--- src/hw/dsw_consts.vh ---
// Constants for the drive status word builder: register offsets, field
// positions, reset values and fixed widths.
// Assumes inclusion by bare name from the design files under hw/.
`ifndef DSW_CONSTS_VH
`define DSW_CONSTS_VH

// Register byte offsets.
`define DSW_OFF_STATE    8'h00
`define DSW_OFF_CTRL     8'h04
`define DSW_OFF_LOW_SPD  8'h08
`define DSW_OFF_HIGH_SPD 8'h0c
`define DSW_OFF_TOL      8'h10
`define DSW_OFF_IRQ_STS  8'h14
`define DSW_OFF_IRQ_MASK 8'h18

// Reset values.
`define DSW_RST_CTRL     1'b0
`define DSW_RST_LOW_SPD  16'h0000
`define DSW_RST_HIGH_SPD 16'hffff
`define DSW_RST_TOL      16'h0000
`define DSW_RST_MASK     5'h00

// Control register field.
`define DSW_CTRL_IO_PROFILE 0

// Status word field positions.
`define DSW_B_RTSO   0
`define DSW_B_SWON   1
`define DSW_B_OPEN   2
`define DSW_B_ERR    3
`define DSW_B_SUPPLY 4
`define DSW_B_QSTOP  5
`define DSW_B_SOD    6
`define DSW_B_WARN   7
`define DSW_B_REMOTE 9
`define DSW_B_REACH  10
`define DSW_B_LIMIT  11
`define DSW_B_STOPK  14
`define DSW_B_DIR    15

// Interrupt event bits.
`define DSW_EV_ERR   0
`define DSW_EV_WARN  1
`define DSW_EV_REACH 2
`define DSW_EV_LIMIT 3
`define DSW_EV_STOPK 4
`define DSW_EV_N     5

// Bus answers.
`define DSW_RESP_OKAY   2'b00
`define DSW_RESP_SLVERR 2'b10

`endif

--- src/hw/dsw_speed_cmp.v ---
// Speed reference comparator: reference reached and outside limits.
// Assumes all inputs come from logic on the same clock.
`timescale 1ns/1ns
`default_nettype none
module dsw_speed_cmp (
	// Mode and external results
	input  wire        speed_mode,
	input  wire        ext_reached,
	input  wire        ext_outside,
	// Speed values, unsigned magnitudes
	input  wire [15:0] speed_ref,
	input  wire [15:0] speed_act,
	input  wire [15:0] low_speed_limit,
	input  wire [15:0] high_speed_limit,
	input  wire [15:0] reach_tol,
	// Results
	output wire        reached,
	output wire        outside
);
	wire [15:0] diff;

	assign diff = (speed_act > speed_ref) ? (speed_act - speed_ref)
		: (speed_ref - speed_act);
	// In speed mode the speed reference is the compared target.
	assign reached = speed_mode ? (diff <= reach_tol)
		: ext_reached;
	assign outside = speed_mode ? ((speed_ref < low_speed_limit) |
		(speed_ref > high_speed_limit)) : ext_outside;
endmodule // dsw_speed_cmp
`default_nettype wire

--- src/hw/dsw_event_irq.v ---
// Sticky event flags with write-one-to-clear, mask and interrupt level.
// Assumes events and clears are on the same clock as the flags.
`timescale 1ns/1ns
`default_nettype none
`include "dsw_consts.vh"
module dsw_event_irq (
	// Clock and control
	input  wire                   clk_sys,
	input  wire                   rstn,
	input  wire                   ce,
	// Event levels, clear pulses, mask
	input  wire [`DSW_EV_N-1:0]   evt,
	input  wire [`DSW_EV_N-1:0]   clr,
	input  wire [`DSW_EV_N-1:0]   mask,
	// Flags and interrupt
	output wire [`DSW_EV_N-1:0]   sts,
	output reg                    irq_ff
);
	reg  [`DSW_EV_N-1:0] prev_ff;
	reg  [`DSW_EV_N-1:0] sts_ff;
	genvar i;

	generate
		for (i = 0; i < `DSW_EV_N; i = i + 1) begin : g_flag
			// A rising event in the clear cycle keeps the flag set.
			always @(posedge clk_sys) begin
				if (!rstn) begin
					prev_ff[i] <= 1'b0;
					sts_ff[i]  <= 1'b0;
				end else if (ce) begin
					prev_ff[i] <= evt[i];
					if (evt[i] & ~prev_ff[i])
						sts_ff[i] <= 1'b1;
					else if (clr[i])
						sts_ff[i] <= 1'b0;
				end
			end
		end
	endgenerate

	always @(posedge clk_sys) begin
		if (!rstn)
			irq_ff <= 1'b0;
		else if (ce)
			irq_ff <= |(sts_ff & mask);
	end

	assign sts = sts_ff;
endmodule // dsw_event_irq
`default_nettype wire

--- src/hw/dsw_status_top.v ---
// Drive status word builder with AXI4-Lite register access.
// Registers: status word, control, speed limits, reach tolerance,
// event flags and event mask.
// Assumes condition inputs come from drive logic on clk_sys; the
// AXI4-Lite master runs on clk_sys as well.
//
// Local design decisions: the address map and the AXI4-Lite slave port.
`timescale 1ns/1ns
`default_nettype none
`include "dsw_consts.vh"
module dsw_status_top (
	// Clock, reset, enable
	input  wire        clk_sys,
	input  wire        rstn,
	input  wire        ce,
	// State machine flags
	input  wire        sm_ready_on,
	input  wire        sm_switched_on,
	input  wire        sm_op_enabled,
	input  wire        sm_quick_stop,
	input  wire        sm_switch_on_disabled,
	// I/O profile flags
	input  wire        io_ready,
	input  wire        io_running,
	// Drive conditions
	input  wire        err_active,
	input  wire        warn_active,
	input  wire        supply_present,
	input  wire        power_section_only,
	input  wire        cmd_from_network,
	input  wire        stop_key_stop,
	input  wire        dir_reverse,
	// Reference comparison
	input  wire        speed_mode,
	input  wire        ext_reached,
	input  wire        ext_outside,
	input  wire [15:0] speed_ref,
	input  wire [15:0] speed_act,
	// AXI4-Lite write address
	input  wire        s_axi_awvalid,
	output reg         s_axi_awready,
	input  wire [7:0]  s_axi_awaddr,
	input  wire [2:0]  s_axi_awprot,
	// AXI4-Lite write data
	input  wire        s_axi_wvalid,
	output reg         s_axi_wready,
	input  wire [31:0] s_axi_wdata,
	input  wire [3:0]  s_axi_wstrb,
	// AXI4-Lite write response
	output reg         s_axi_bvalid,
	input  wire        s_axi_bready,
	output reg  [1:0]  s_axi_bresp,
	// AXI4-Lite read address
	input  wire        s_axi_arvalid,
	output reg         s_axi_arready,
	input  wire [7:0]  s_axi_araddr,
	input  wire [2:0]  s_axi_arprot,
	// AXI4-Lite read data
	output reg         s_axi_rvalid,
	input  wire        s_axi_rready,
	output reg  [31:0] s_axi_rdata,
	output reg  [1:0]  s_axi_rresp,
	// Status word and interrupt
	output reg  [15:0] drive_state_word_ff,
	output wire        irq
);
	// Software registers. The limits reset wide open, so in speed mode the
	// limit bit stays low until software programs them.
	reg         io_profile_ff;
	reg  [15:0] low_speed_limit_ff;
	reg  [15:0] high_speed_limit_ff;
	reg  [15:0] reach_tol_ff;
	reg  [`DSW_EV_N-1:0] irq_mask_ff;

	// Write channel holding state.
	// Address and data wait here until the other half has arrived.
	reg         aw_hold_ff;
	reg  [7:0]  aw_addr_ff;
	reg         w_hold_ff;
	reg  [31:0] w_data_ff;
	reg  [3:0]  w_strb_ff;

	// Derived status and bus terms.
	reg  [15:0] nxt_word;
	reg  [31:0] nxt_rdata;
	reg  [1:0]  nxt_rresp;
	reg         wr_hit;
	wire        do_wr;
	wire [`DSW_EV_N-1:0] irq_clr;
	wire [`DSW_EV_N-1:0] irq_sts;
	wire [`DSW_EV_N-1:0] events;
	wire        reached;
	wire        outside;
	wire        supply_bit;
	wire [15:0] wr_half;

	// Reference comparison.
	// Outside speed mode the comparator passes the drive's own results.
	dsw_speed_cmp u_cmp (
		.speed_mode       (speed_mode),
		.ext_reached      (ext_reached),
		.ext_outside      (ext_outside),
		.speed_ref        (speed_ref),
		.speed_act        (speed_act),
		.low_speed_limit  (low_speed_limit_ff),
		.high_speed_limit (high_speed_limit_ff),
		.reach_tol        (reach_tol_ff),
		.reached          (reached),
		.outside          (outside)
	);

	// Event flags and interrupt.
	// Each flag records a rising edge of its condition, so a level that
	// stays high raises the interrupt once until software clears it.
	assign events[`DSW_EV_ERR]   = err_active;
	assign events[`DSW_EV_WARN]  = warn_active;
	assign events[`DSW_EV_REACH] = reached;
	assign events[`DSW_EV_LIMIT] = outside;
	assign events[`DSW_EV_STOPK] = stop_key_stop;

	dsw_event_irq u_irq (
		.clk_sys (clk_sys),
		.rstn    (rstn),
		.ce      (ce),
		.evt     (events),
		.clr     (irq_clr),
		.mask    (irq_mask_ff),
		.sts     (irq_sts),
		.irq_ff  (irq)
	);

	// With power only through the power section the supply is present.
	assign supply_bit = supply_present | power_section_only;

	// In the I/O layout bits 0 and 6 may read either way; they report
	// zero, and bit 5 is fixed at one.
	// Status word assembly for both layouts.
	always @* begin
		nxt_word = 16'h0000;
		nxt_word[`DSW_B_ERR]    = err_active;
		nxt_word[`DSW_B_SUPPLY] = supply_bit;
		nxt_word[`DSW_B_WARN]   = warn_active;
		nxt_word[`DSW_B_REMOTE] = cmd_from_network;
		nxt_word[`DSW_B_REACH]  = reached;
		nxt_word[`DSW_B_LIMIT]  = outside;
		nxt_word[`DSW_B_STOPK]  = stop_key_stop;
		nxt_word[`DSW_B_DIR]    = dir_reverse;
		if (io_profile_ff) begin
			nxt_word[`DSW_B_SWON]  = io_ready;
			nxt_word[`DSW_B_OPEN]  = io_running;
			nxt_word[`DSW_B_QSTOP] = 1'b1;
		end else begin
			// The five state bits together give the drive state.
			nxt_word[`DSW_B_RTSO]  = sm_ready_on;
			nxt_word[`DSW_B_SWON]  = sm_switched_on;
			nxt_word[`DSW_B_OPEN]  = sm_op_enabled;
			nxt_word[`DSW_B_QSTOP] = sm_quick_stop;
			nxt_word[`DSW_B_SOD]   = sm_switch_on_disabled;
		end
	end

	// The word is registered so that a reader sees one value per cycle,
	// whatever the condition inputs do between edges.
	always @(posedge clk_sys) begin
		if (!rstn)
			drive_state_word_ff <= 16'h0000;
		else if (ce)
			drive_state_word_ff <= nxt_word;
	end

	// Write address and data are taken independently, in either order.
	// The response is held back until both halves of the write are in.
	assign do_wr = aw_hold_ff & w_hold_ff & ~s_axi_bvalid;

	// Byte strobes apply to the low half word of 16-bit registers.
	function [15:0] merge16;
		input [15:0] old;
		input [31:0] data;
		input [3:0]  strb;
		begin
			merge16 = {strb[1] ? data[15:8] : old[15:8],
				strb[0] ? data[7:0] : old[7:0]};
		end
	endfunction

	assign wr_half = w_data_ff[15:0];
	// Write-one-to-clear of the event flags; a clear that meets a new
	// event in the same cycle loses, so no event is missed.
	assign irq_clr = (do_wr && aw_addr_ff == `DSW_OFF_IRQ_STS &&
		w_strb_ff[0]) ? w_data_ff[`DSW_EV_N-1:0] : {`DSW_EV_N{1'b0}};

	// Every mapped offset, the read-only word included, answers OKAY.
	always @* begin
		case (aw_addr_ff)
		`DSW_OFF_STATE,
		`DSW_OFF_CTRL,
		`DSW_OFF_LOW_SPD,
		`DSW_OFF_HIGH_SPD,
		`DSW_OFF_TOL,
		`DSW_OFF_IRQ_STS,
		`DSW_OFF_IRQ_MASK: wr_hit = 1'b1;
		default:           wr_hit = 1'b0;
		endcase
	end

	// Ready policy: awready and wready stay high while idle, drop on
	// their own handshake, and return only after the response has been
	// taken, so at most one write is in flight. Everything here holds
	// while ce is low.
	always @(posedge clk_sys) begin
		if (!rstn) begin
			s_axi_awready <= 1'b0;
			s_axi_wready  <= 1'b0;
			s_axi_bvalid  <= 1'b0;
			s_axi_bresp   <= `DSW_RESP_OKAY;
			aw_hold_ff    <= 1'b0;
			aw_addr_ff    <= 8'h00;
			w_hold_ff     <= 1'b0;
			w_data_ff     <= 32'h00000000;
			w_strb_ff     <= 4'h0;
		end else if (ce) begin
			if (!aw_hold_ff && !s_axi_bvalid)
				s_axi_awready <= ~(s_axi_awvalid & s_axi_awready);
			if (!w_hold_ff && !s_axi_bvalid)
				s_axi_wready <= ~(s_axi_wvalid & s_axi_wready);
			if (s_axi_awvalid && s_axi_awready) begin
				aw_hold_ff    <= 1'b1;
				aw_addr_ff    <= {s_axi_awaddr[7:2], 2'b00};
				s_axi_awready <= 1'b0;
			end
			if (s_axi_wvalid && s_axi_wready) begin
				w_hold_ff    <= 1'b1;
				w_data_ff    <= s_axi_wdata;
				w_strb_ff    <= s_axi_wstrb;
				s_axi_wready <= 1'b0;
			end
			if (do_wr) begin
				aw_hold_ff   <= 1'b0;
				w_hold_ff    <= 1'b0;
				s_axi_bvalid <= 1'b1;
				s_axi_bresp  <= wr_hit ? `DSW_RESP_OKAY
					: `DSW_RESP_SLVERR;
			end else if (s_axi_bvalid && s_axi_bready) begin
				s_axi_bvalid  <= 1'b0;
				s_axi_awready <= 1'b1;
				s_axi_wready  <= 1'b1;
			end
		end
	end

	// Register writes; the status word itself takes no write.
	always @(posedge clk_sys) begin
		if (!rstn) begin
			io_profile_ff       <= `DSW_RST_CTRL;
			low_speed_limit_ff  <= `DSW_RST_LOW_SPD;
			high_speed_limit_ff <= `DSW_RST_HIGH_SPD;
			reach_tol_ff        <= `DSW_RST_TOL;
			irq_mask_ff         <= `DSW_RST_MASK;
		end else if (ce && do_wr) begin
			case (aw_addr_ff)
			`DSW_OFF_STATE: begin
				io_profile_ff <= io_profile_ff;
			end
			`DSW_OFF_CTRL: begin
				if (w_strb_ff[0])
					io_profile_ff <= wr_half[`DSW_CTRL_IO_PROFILE];
			end
			`DSW_OFF_LOW_SPD: begin
				low_speed_limit_ff <= merge16(low_speed_limit_ff,
					w_data_ff, w_strb_ff);
			end
			`DSW_OFF_HIGH_SPD: begin
				high_speed_limit_ff <= merge16(high_speed_limit_ff,
					w_data_ff, w_strb_ff);
			end
			`DSW_OFF_TOL: begin
				reach_tol_ff <= merge16(reach_tol_ff, w_data_ff,
					w_strb_ff);
			end
			`DSW_OFF_IRQ_MASK: begin
				if (w_strb_ff[0])
					irq_mask_ff <= wr_half[`DSW_EV_N-1:0];
			end
			default: begin
				io_profile_ff <= io_profile_ff;
			end
			endcase
		end
	end

	// Read data multiplexer.
	// Unmapped reads answer with zero data and an error response.
	always @* begin
		nxt_rdata = 32'h00000000;
		nxt_rresp = `DSW_RESP_OKAY;
		case ({s_axi_araddr[7:2], 2'b00})
		`DSW_OFF_STATE:
			nxt_rdata[15:0] = drive_state_word_ff;
		`DSW_OFF_CTRL:
			nxt_rdata[`DSW_CTRL_IO_PROFILE] = io_profile_ff;
		`DSW_OFF_LOW_SPD:
			nxt_rdata[15:0] = low_speed_limit_ff;
		`DSW_OFF_HIGH_SPD:
			nxt_rdata[15:0] = high_speed_limit_ff;
		`DSW_OFF_TOL:
			nxt_rdata[15:0] = reach_tol_ff;
		`DSW_OFF_IRQ_STS:
			nxt_rdata[`DSW_EV_N-1:0] = irq_sts;
		`DSW_OFF_IRQ_MASK:
			nxt_rdata[`DSW_EV_N-1:0] = irq_mask_ff;
		default:
			nxt_rresp = `DSW_RESP_SLVERR;
		endcase
	end

	// A read is answered on the same edge that takes its address; arready
	// stays low until the data has been accepted.
	always @(posedge clk_sys) begin
		if (!rstn) begin
			s_axi_arready <= 1'b0;
			s_axi_rvalid  <= 1'b0;
			s_axi_rdata   <= 32'h00000000;
			s_axi_rresp   <= `DSW_RESP_OKAY;
		end else if (ce) begin
			if (s_axi_arvalid && s_axi_arready) begin
				s_axi_arready <= 1'b0;
				s_axi_rvalid  <= 1'b1;
				s_axi_rdata   <= nxt_rdata;
				s_axi_rresp   <= nxt_rresp;
			end else if (s_axi_rvalid && s_axi_rready) begin
				s_axi_rvalid  <= 1'b0;
				s_axi_arready <= 1'b1;
			end else if (!s_axi_rvalid) begin
				s_axi_arready <= 1'b1;
			end
		end
	end
endmodule // dsw_status_top
`default_nettype wire

--- config.mk ---
export PLATFORM = sky130hd
export DESIGN_NAME = dsw_status_top
export DESIGN_NICKNAME = d
export VERILOG_FILES = /design/src/hw/dsw_speed_cmp.v /design/src/hw/dsw_event_irq.v /design/src/hw/dsw_status_top.v
export VERILOG_INCLUDE_DIRS = /design/src /design/src/hw
export SDC_FILE = /design/constraint.sdc
export NUM_CORES = 1
export LEC_CHECK = 0
export ABC_AREA = 1
export BUFFER_PORTS_ARGS = -buffer_cell sky130_fd_sc_hd__buf_2
export CAP_MARGIN = 20
export CORE_ASPECT_RATIO = 0.75
export CORE_MARGIN = 2
export CORE_UTILIZATION = 35
export CTS_BUF_LIST = sky130_fd_sc_hd__clkbuf_4
export DETAILED_ROUTE_END_ITERATION = 16
export MAX_ROUTING_LAYER = met4
export PLACE_DENSITY_LB_ADDON = 0.1
export SETUP_SLACK_MARGIN = 0.5
export SYNTH_ARGS = -nofsm -noshare
export SYNTH_HDL_FRONTEND = slang
export SYNTH_HIERARCHICAL = 1
export SYNTH_SLANG_ARGS = --single-unit
--- constraint.sdc ---
create_clock -name clk_sys -period 4.1 [get_ports clk_sys]
set_input_delay 0.82 -clock clk_sys [delete_from_list [all_inputs] [get_ports clk_sys]]
set_output_delay 0.82 -clock clk_sys [all_outputs]
set_load 0.05 [all_outputs]
==> impl_metrics.tcl <==
set metrics [dict create \
    yosysUniqueCellTypes 40 \
    worst-path-max-fanout 10 \
    sequential_cell_area_fraction_in_the_yosys_report 0.286 \
    drtAntennaViolNets 0 \
    report.final.hold_viol_count 0 \
    clock_path_buffers 2 \
    setup.worst_path.end_class "flip-flop" \
    timing.critical_path.max_delay_family "simple AND/OR/NAND/NOR gates" \
    final_nets 1739 \
    via_count_of_the_first_global_routing_pass 8210 \
    worst_ir_drop_vdd_mv 0.137 \
    floorplan.die.height_um 142 \
    path_cells "buf_2 > inv_1 > ha_4 > nand2_1 > nor2_4 > nand2_2 > nand3_2 > nand2_2 > a21boi_4 > buf_12 > nand2_1 > nand2_2 > inv_2 > ha_4 > nand4_1 > nor3_2 > a31oi_1 > a21oi_2 > buf_4 > nand2_2 > or2_0 > a21oi_1" \
    place_congestion 0.871 \
    cts_hold_buffers 0 \
    grt_antenna_before_repair 1 \
    fin_worst_skew_ns 0.0132 \
    period_share 0.848 \
    detailedRoute.firstPassIterationCount 5 \
    timing.critical_path.required_ns 4.56 \
    die_width_um 188 \
    cts.sinks 127 \
    critical_path.most_common_cell "sky130_fd_sc_hd__nand2_2" \
    hold_path.class "flip-flop to flip-flop" \
    clkSlewWorstSetupHoldPaths_ns 0.10 \
    timing_worst_slew_pin_value_ns 0.611 \
    r2r_setup_slack_ns 1.90 \
    tritoncts_clock_tree "done" \
    area_growth_pct 19.3 \
    initial_utilization 0.356 \
    grtUsageTotal 0.211 \
    async_set_or_reset_register_ratio_after_synthesis 0 \
    result_of_the_run "complete, no violations" \
    filler_cell_count 2727 \
    core_area_mm2 0.0250 \
    first_pass_grt_wire_length_mm 42.9 \
    synth-seq-cells 127 \
    port_buffers 123 \
    timing_max_transition_violations_final 0 \
    insertion_delay_ns 0.54 \
    crit_slowest_cell "sky130_fd_sc_hd__ha_4" \
    tritoncts.num_buffers 17 \
    reported_leakage_power_nw 5.54 \
    post_synth_instance_area_mm2 0.00889 \
    yosysWarnings 6 \
    drt_wl_total_mm 27.4 \
    cp_num_buf_inv 5 \
    max-cap-violations 0 \
    most_used_flip_flop_cell_after_synthesis "sky130_fd_sc_hd__dfxtp_1" \
    wl_per_cell_um 14.5 \
    clockRootBuffer "sky130_fd_sc_hd__clkbuf_4" \
    drive_above_1_share 0.200 \
    syn-instance-count 1397 \
    placementRows 50 \
    global_route.overflow_total 0 \
    dr_total_vias 8723 \
    worst_ep_arrival_time_ns 3.94 \
    critPathLaunchType "primary input" \
    dr.first_iter.drc_count 477 \
    max_freq_ghz 0.288 \
    fp.dieArea_mm2 0.0267 \
    power_density_mw_per_mm2 286 \
    hold_ws_ns 0.452 \
    grt_max_degree 61 \
    cts_htree_levels 4 \
    critical-path-max-stage-delay_ns 0.30 \
    total_power_w 0.00304 \
    final-setup-viol-count 0 \
    syn_area_per_cell_um2 6.36 \
    post_detailed_route_via_to_cell_ratio 4.60 \
    rsz0062_at_grt "no" \
    worst_slew_slack_as_a_fraction_of_its_limit 0.591 \
    design.portCount 173 \
    synth-edff-count 0 \
    dp_hpwl_mm 21.9 \
    drc_errors 0 \
    worstSetupPathType "primary input to flip-flop" \
    period_minus_slack_ns 3.48 \
]
[worst reg2reg max path: stages (launching register included)]
cell and delay, ns:
sky130_fd_sc_hd__dfxtp_1 0.37, sky130_fd_sc_hd__inv_1 0.08, sky130_fd_sc_hd__ha_1 0.29, sky130_fd_sc_hd__nand2_1 0.08, sky130_fd_sc_hd__nor3_1 0.38, sky130_fd_sc_hd__nand2_1 0.09
sky130_fd_sc_hd__nand2_1 0.06, sky130_fd_sc_hd__nand2_1 0.04, sky130_fd_sc_hd__nand2_1 0.05, sky130_fd_sc_hd__nand2_1 0.04, sky130_fd_sc_hd__nand2_1 0.13, sky130_fd_sc_hd__nand2_1 0.09
sky130_fd_sc_hd__or2_2 0.30, sky130_fd_sc_hd__a21oi_1 0.11
[cell usage after synthesis (3+ instances only)]
cell / number / area share
sky130_fd_sc_hd__nand2_1: 374 / 0.16
sky130_fd_sc_hd__inv_1: 230 / 0.097
sky130_fd_sc_hd__nor2_1: 149 / 0.063
sky130_fd_sc_hd__dfxtp_1: 127 / 0.29
sky130_fd_sc_hd__a21oi_1: 117 / 0.066
sky130_fd_sc_hd__o21ai_0: 95 / 0.053
sky130_fd_sc_hd__ha_1: 78 / 0.11
sky130_fd_sc_hd__nand3_1: 50 / 0.028
sky130_fd_sc_hd__buf_4: 25 / 0.021
sky130_fd_sc_hd__nand2_2: 23 / 0.016
sky130_fd_sc_hd__clkbuf_1: 18 / 0.0076
sky130_fd_sc_hd__nor2_4: 13 / 0.016
sky130_fd_sc_hd__nor3_1: 13 / 0.0073
sky130_fd_sc_hd__nand4_1: 11 / 0.0077
sky130_fd_sc_hd__o211ai_1: 10 / 0.0084
sky130_fd_sc_hd__xor2_1: 10 / 0.0099
sky130_fd_sc_hd__inv_2: 9 / 0.0038
sky130_fd_sc_hd__buf_2: 5 / 0.0028
sky130_fd_sc_hd__or2_0: 4 / 0.0028
sky130_fd_sc_hd__xnor2_1: 4 / 0.0039
sky130_fd_sc_hd__a31oi_1: 3 / 0.0021
sky130_fd_sc_hd__buf_6: 3 / 0.0038
sky130_fd_sc_hd__nand3_2: 3 / 0.0034
sky130_fd_sc_hd__nor2_2: 3 / 0.0021
[placed cells by master (no fill, tap or decap), types with 22 or more instances in the layout]
cell	instances
sky130_fd_sc_hd__nand2_1	354
sky130_fd_sc_hd__inv_1	225
sky130_fd_sc_hd__clkbuf_4	22
sky130_fd_sc_hd__ha_1	59
sky130_fd_sc_hd__a21oi_1	109
sky130_fd_sc_hd__buf_2	123
sky130_fd_sc_hd__nand2_2	42
sky130_fd_sc_hd__nor2_1	147
sky130_fd_sc_hd__nand3_1	46
sky130_fd_sc_hd__dfxtp_1	127
sky130_fd_sc_hd__o21ai_0	94
sky130_fd_sc_hd__buf_4	35
[per-layer routing]
metal	track usage	vias to the layer above	wire [um]
li1	-	4623	-
met1	0.309	3892	14700
met2	0.307	188	11300
met3	0.0325	20	1210
met4	0.0385	0	208
met5	-	-	0
[timing repair]
item / in CTS / in global routing
resized for setup: 0 / 74
setup buffers: 0 / 1
setup endpoints to repair: 0 / 3
[final cells by class]
type	count	area, um2	share of cell area
multi-input cells	996	5540	0.522
flip-flops and latches	127	2540	0.240
repair buffers	161	930	0.0877
inverters	241	906	0.0854
well taps	338	423	0.0399
clock buffers	22	165	0.0156
clock inverters	10	95.1	0.00897
diodes	2	5.00	0.000472
[sequential cells by signal (all words and copies together) (netlist names)]
register and cells:
io_profile_ff 1, reach_tol_ff 16, aw_addr_ff 6, u_irq/irq_ff 1
s_axi_bvalid 1, u_irq/prev_ff 5, w_data_ff 16, s_axi_rvalid 1
drive_state_word_ff 13, s_axi_bresp 1, s_axi_arready 1, s_axi_awready 1
aw_hold_ff 1, low_speed_limit_ff 16, w_hold_ff 1, u_irq/sts 5
w_strb_ff 2, high_speed_limit_ff 16, s_axi_rdata 16, s_axi_wready 1
s_axi_rresp 1, irq_mask_ff 5
[power breakdown]
part           switching (W)  internal (W)
registers          0.0000319       0.00127
logic               0.000570      0.000335
clock network       0.000450      0.000383
total                0.00105       0.00198
[final timing paths]
check,startpoint,depth (start not counted),endpoint
setup / recovery,speed_ref[5],22,u_irq/sts[2]
hold / removal,s_axi_rdata[10],2,s_axi_rdata[10]
setup reg to reg,high_speed_limit_ff[15],13,u_irq/sts[3]
hold reg to reg,s_axi_rdata[10],2,s_axi_rdata[10]
[logic make-up after synthesis]
group	share of synthesized area
AND/OR/NAND/NOR	0.308
buffers and inverters	0.138
AO/OA/AOI/OAI	0.139
flip-flops	0.286
adder cells (fa/ha/maj)	0.114
XOR/XNOR	0.0138
other	0.000422
[through the flow]
| step | setup TNS, ns | worst slack, ns | cell area, um2 | utilization | cells |
|---|---|---|---|---|---|
| 2_1_floorplan | 0 | 0.568 | 8960 | - | 1417 |
| 3_3_place_gp | 0 | 0.0224 | 9980 | 0.400 | 1862 |
| 3_5_place_dp | -0.0182 | -0.0182 | 9980 | 0.400 | 1862 |
| 4_1_cts | 0 | 0.569 | 10200 | 0.410 | 1894 |
| 5_1_grt | 0 | 0.447 | 10600 | 0.425 | 1897 |
| 6_report | 0 | 0.622 | 10600 | 0.425 | 1897 |
Power figures use the tool's default switching activity.
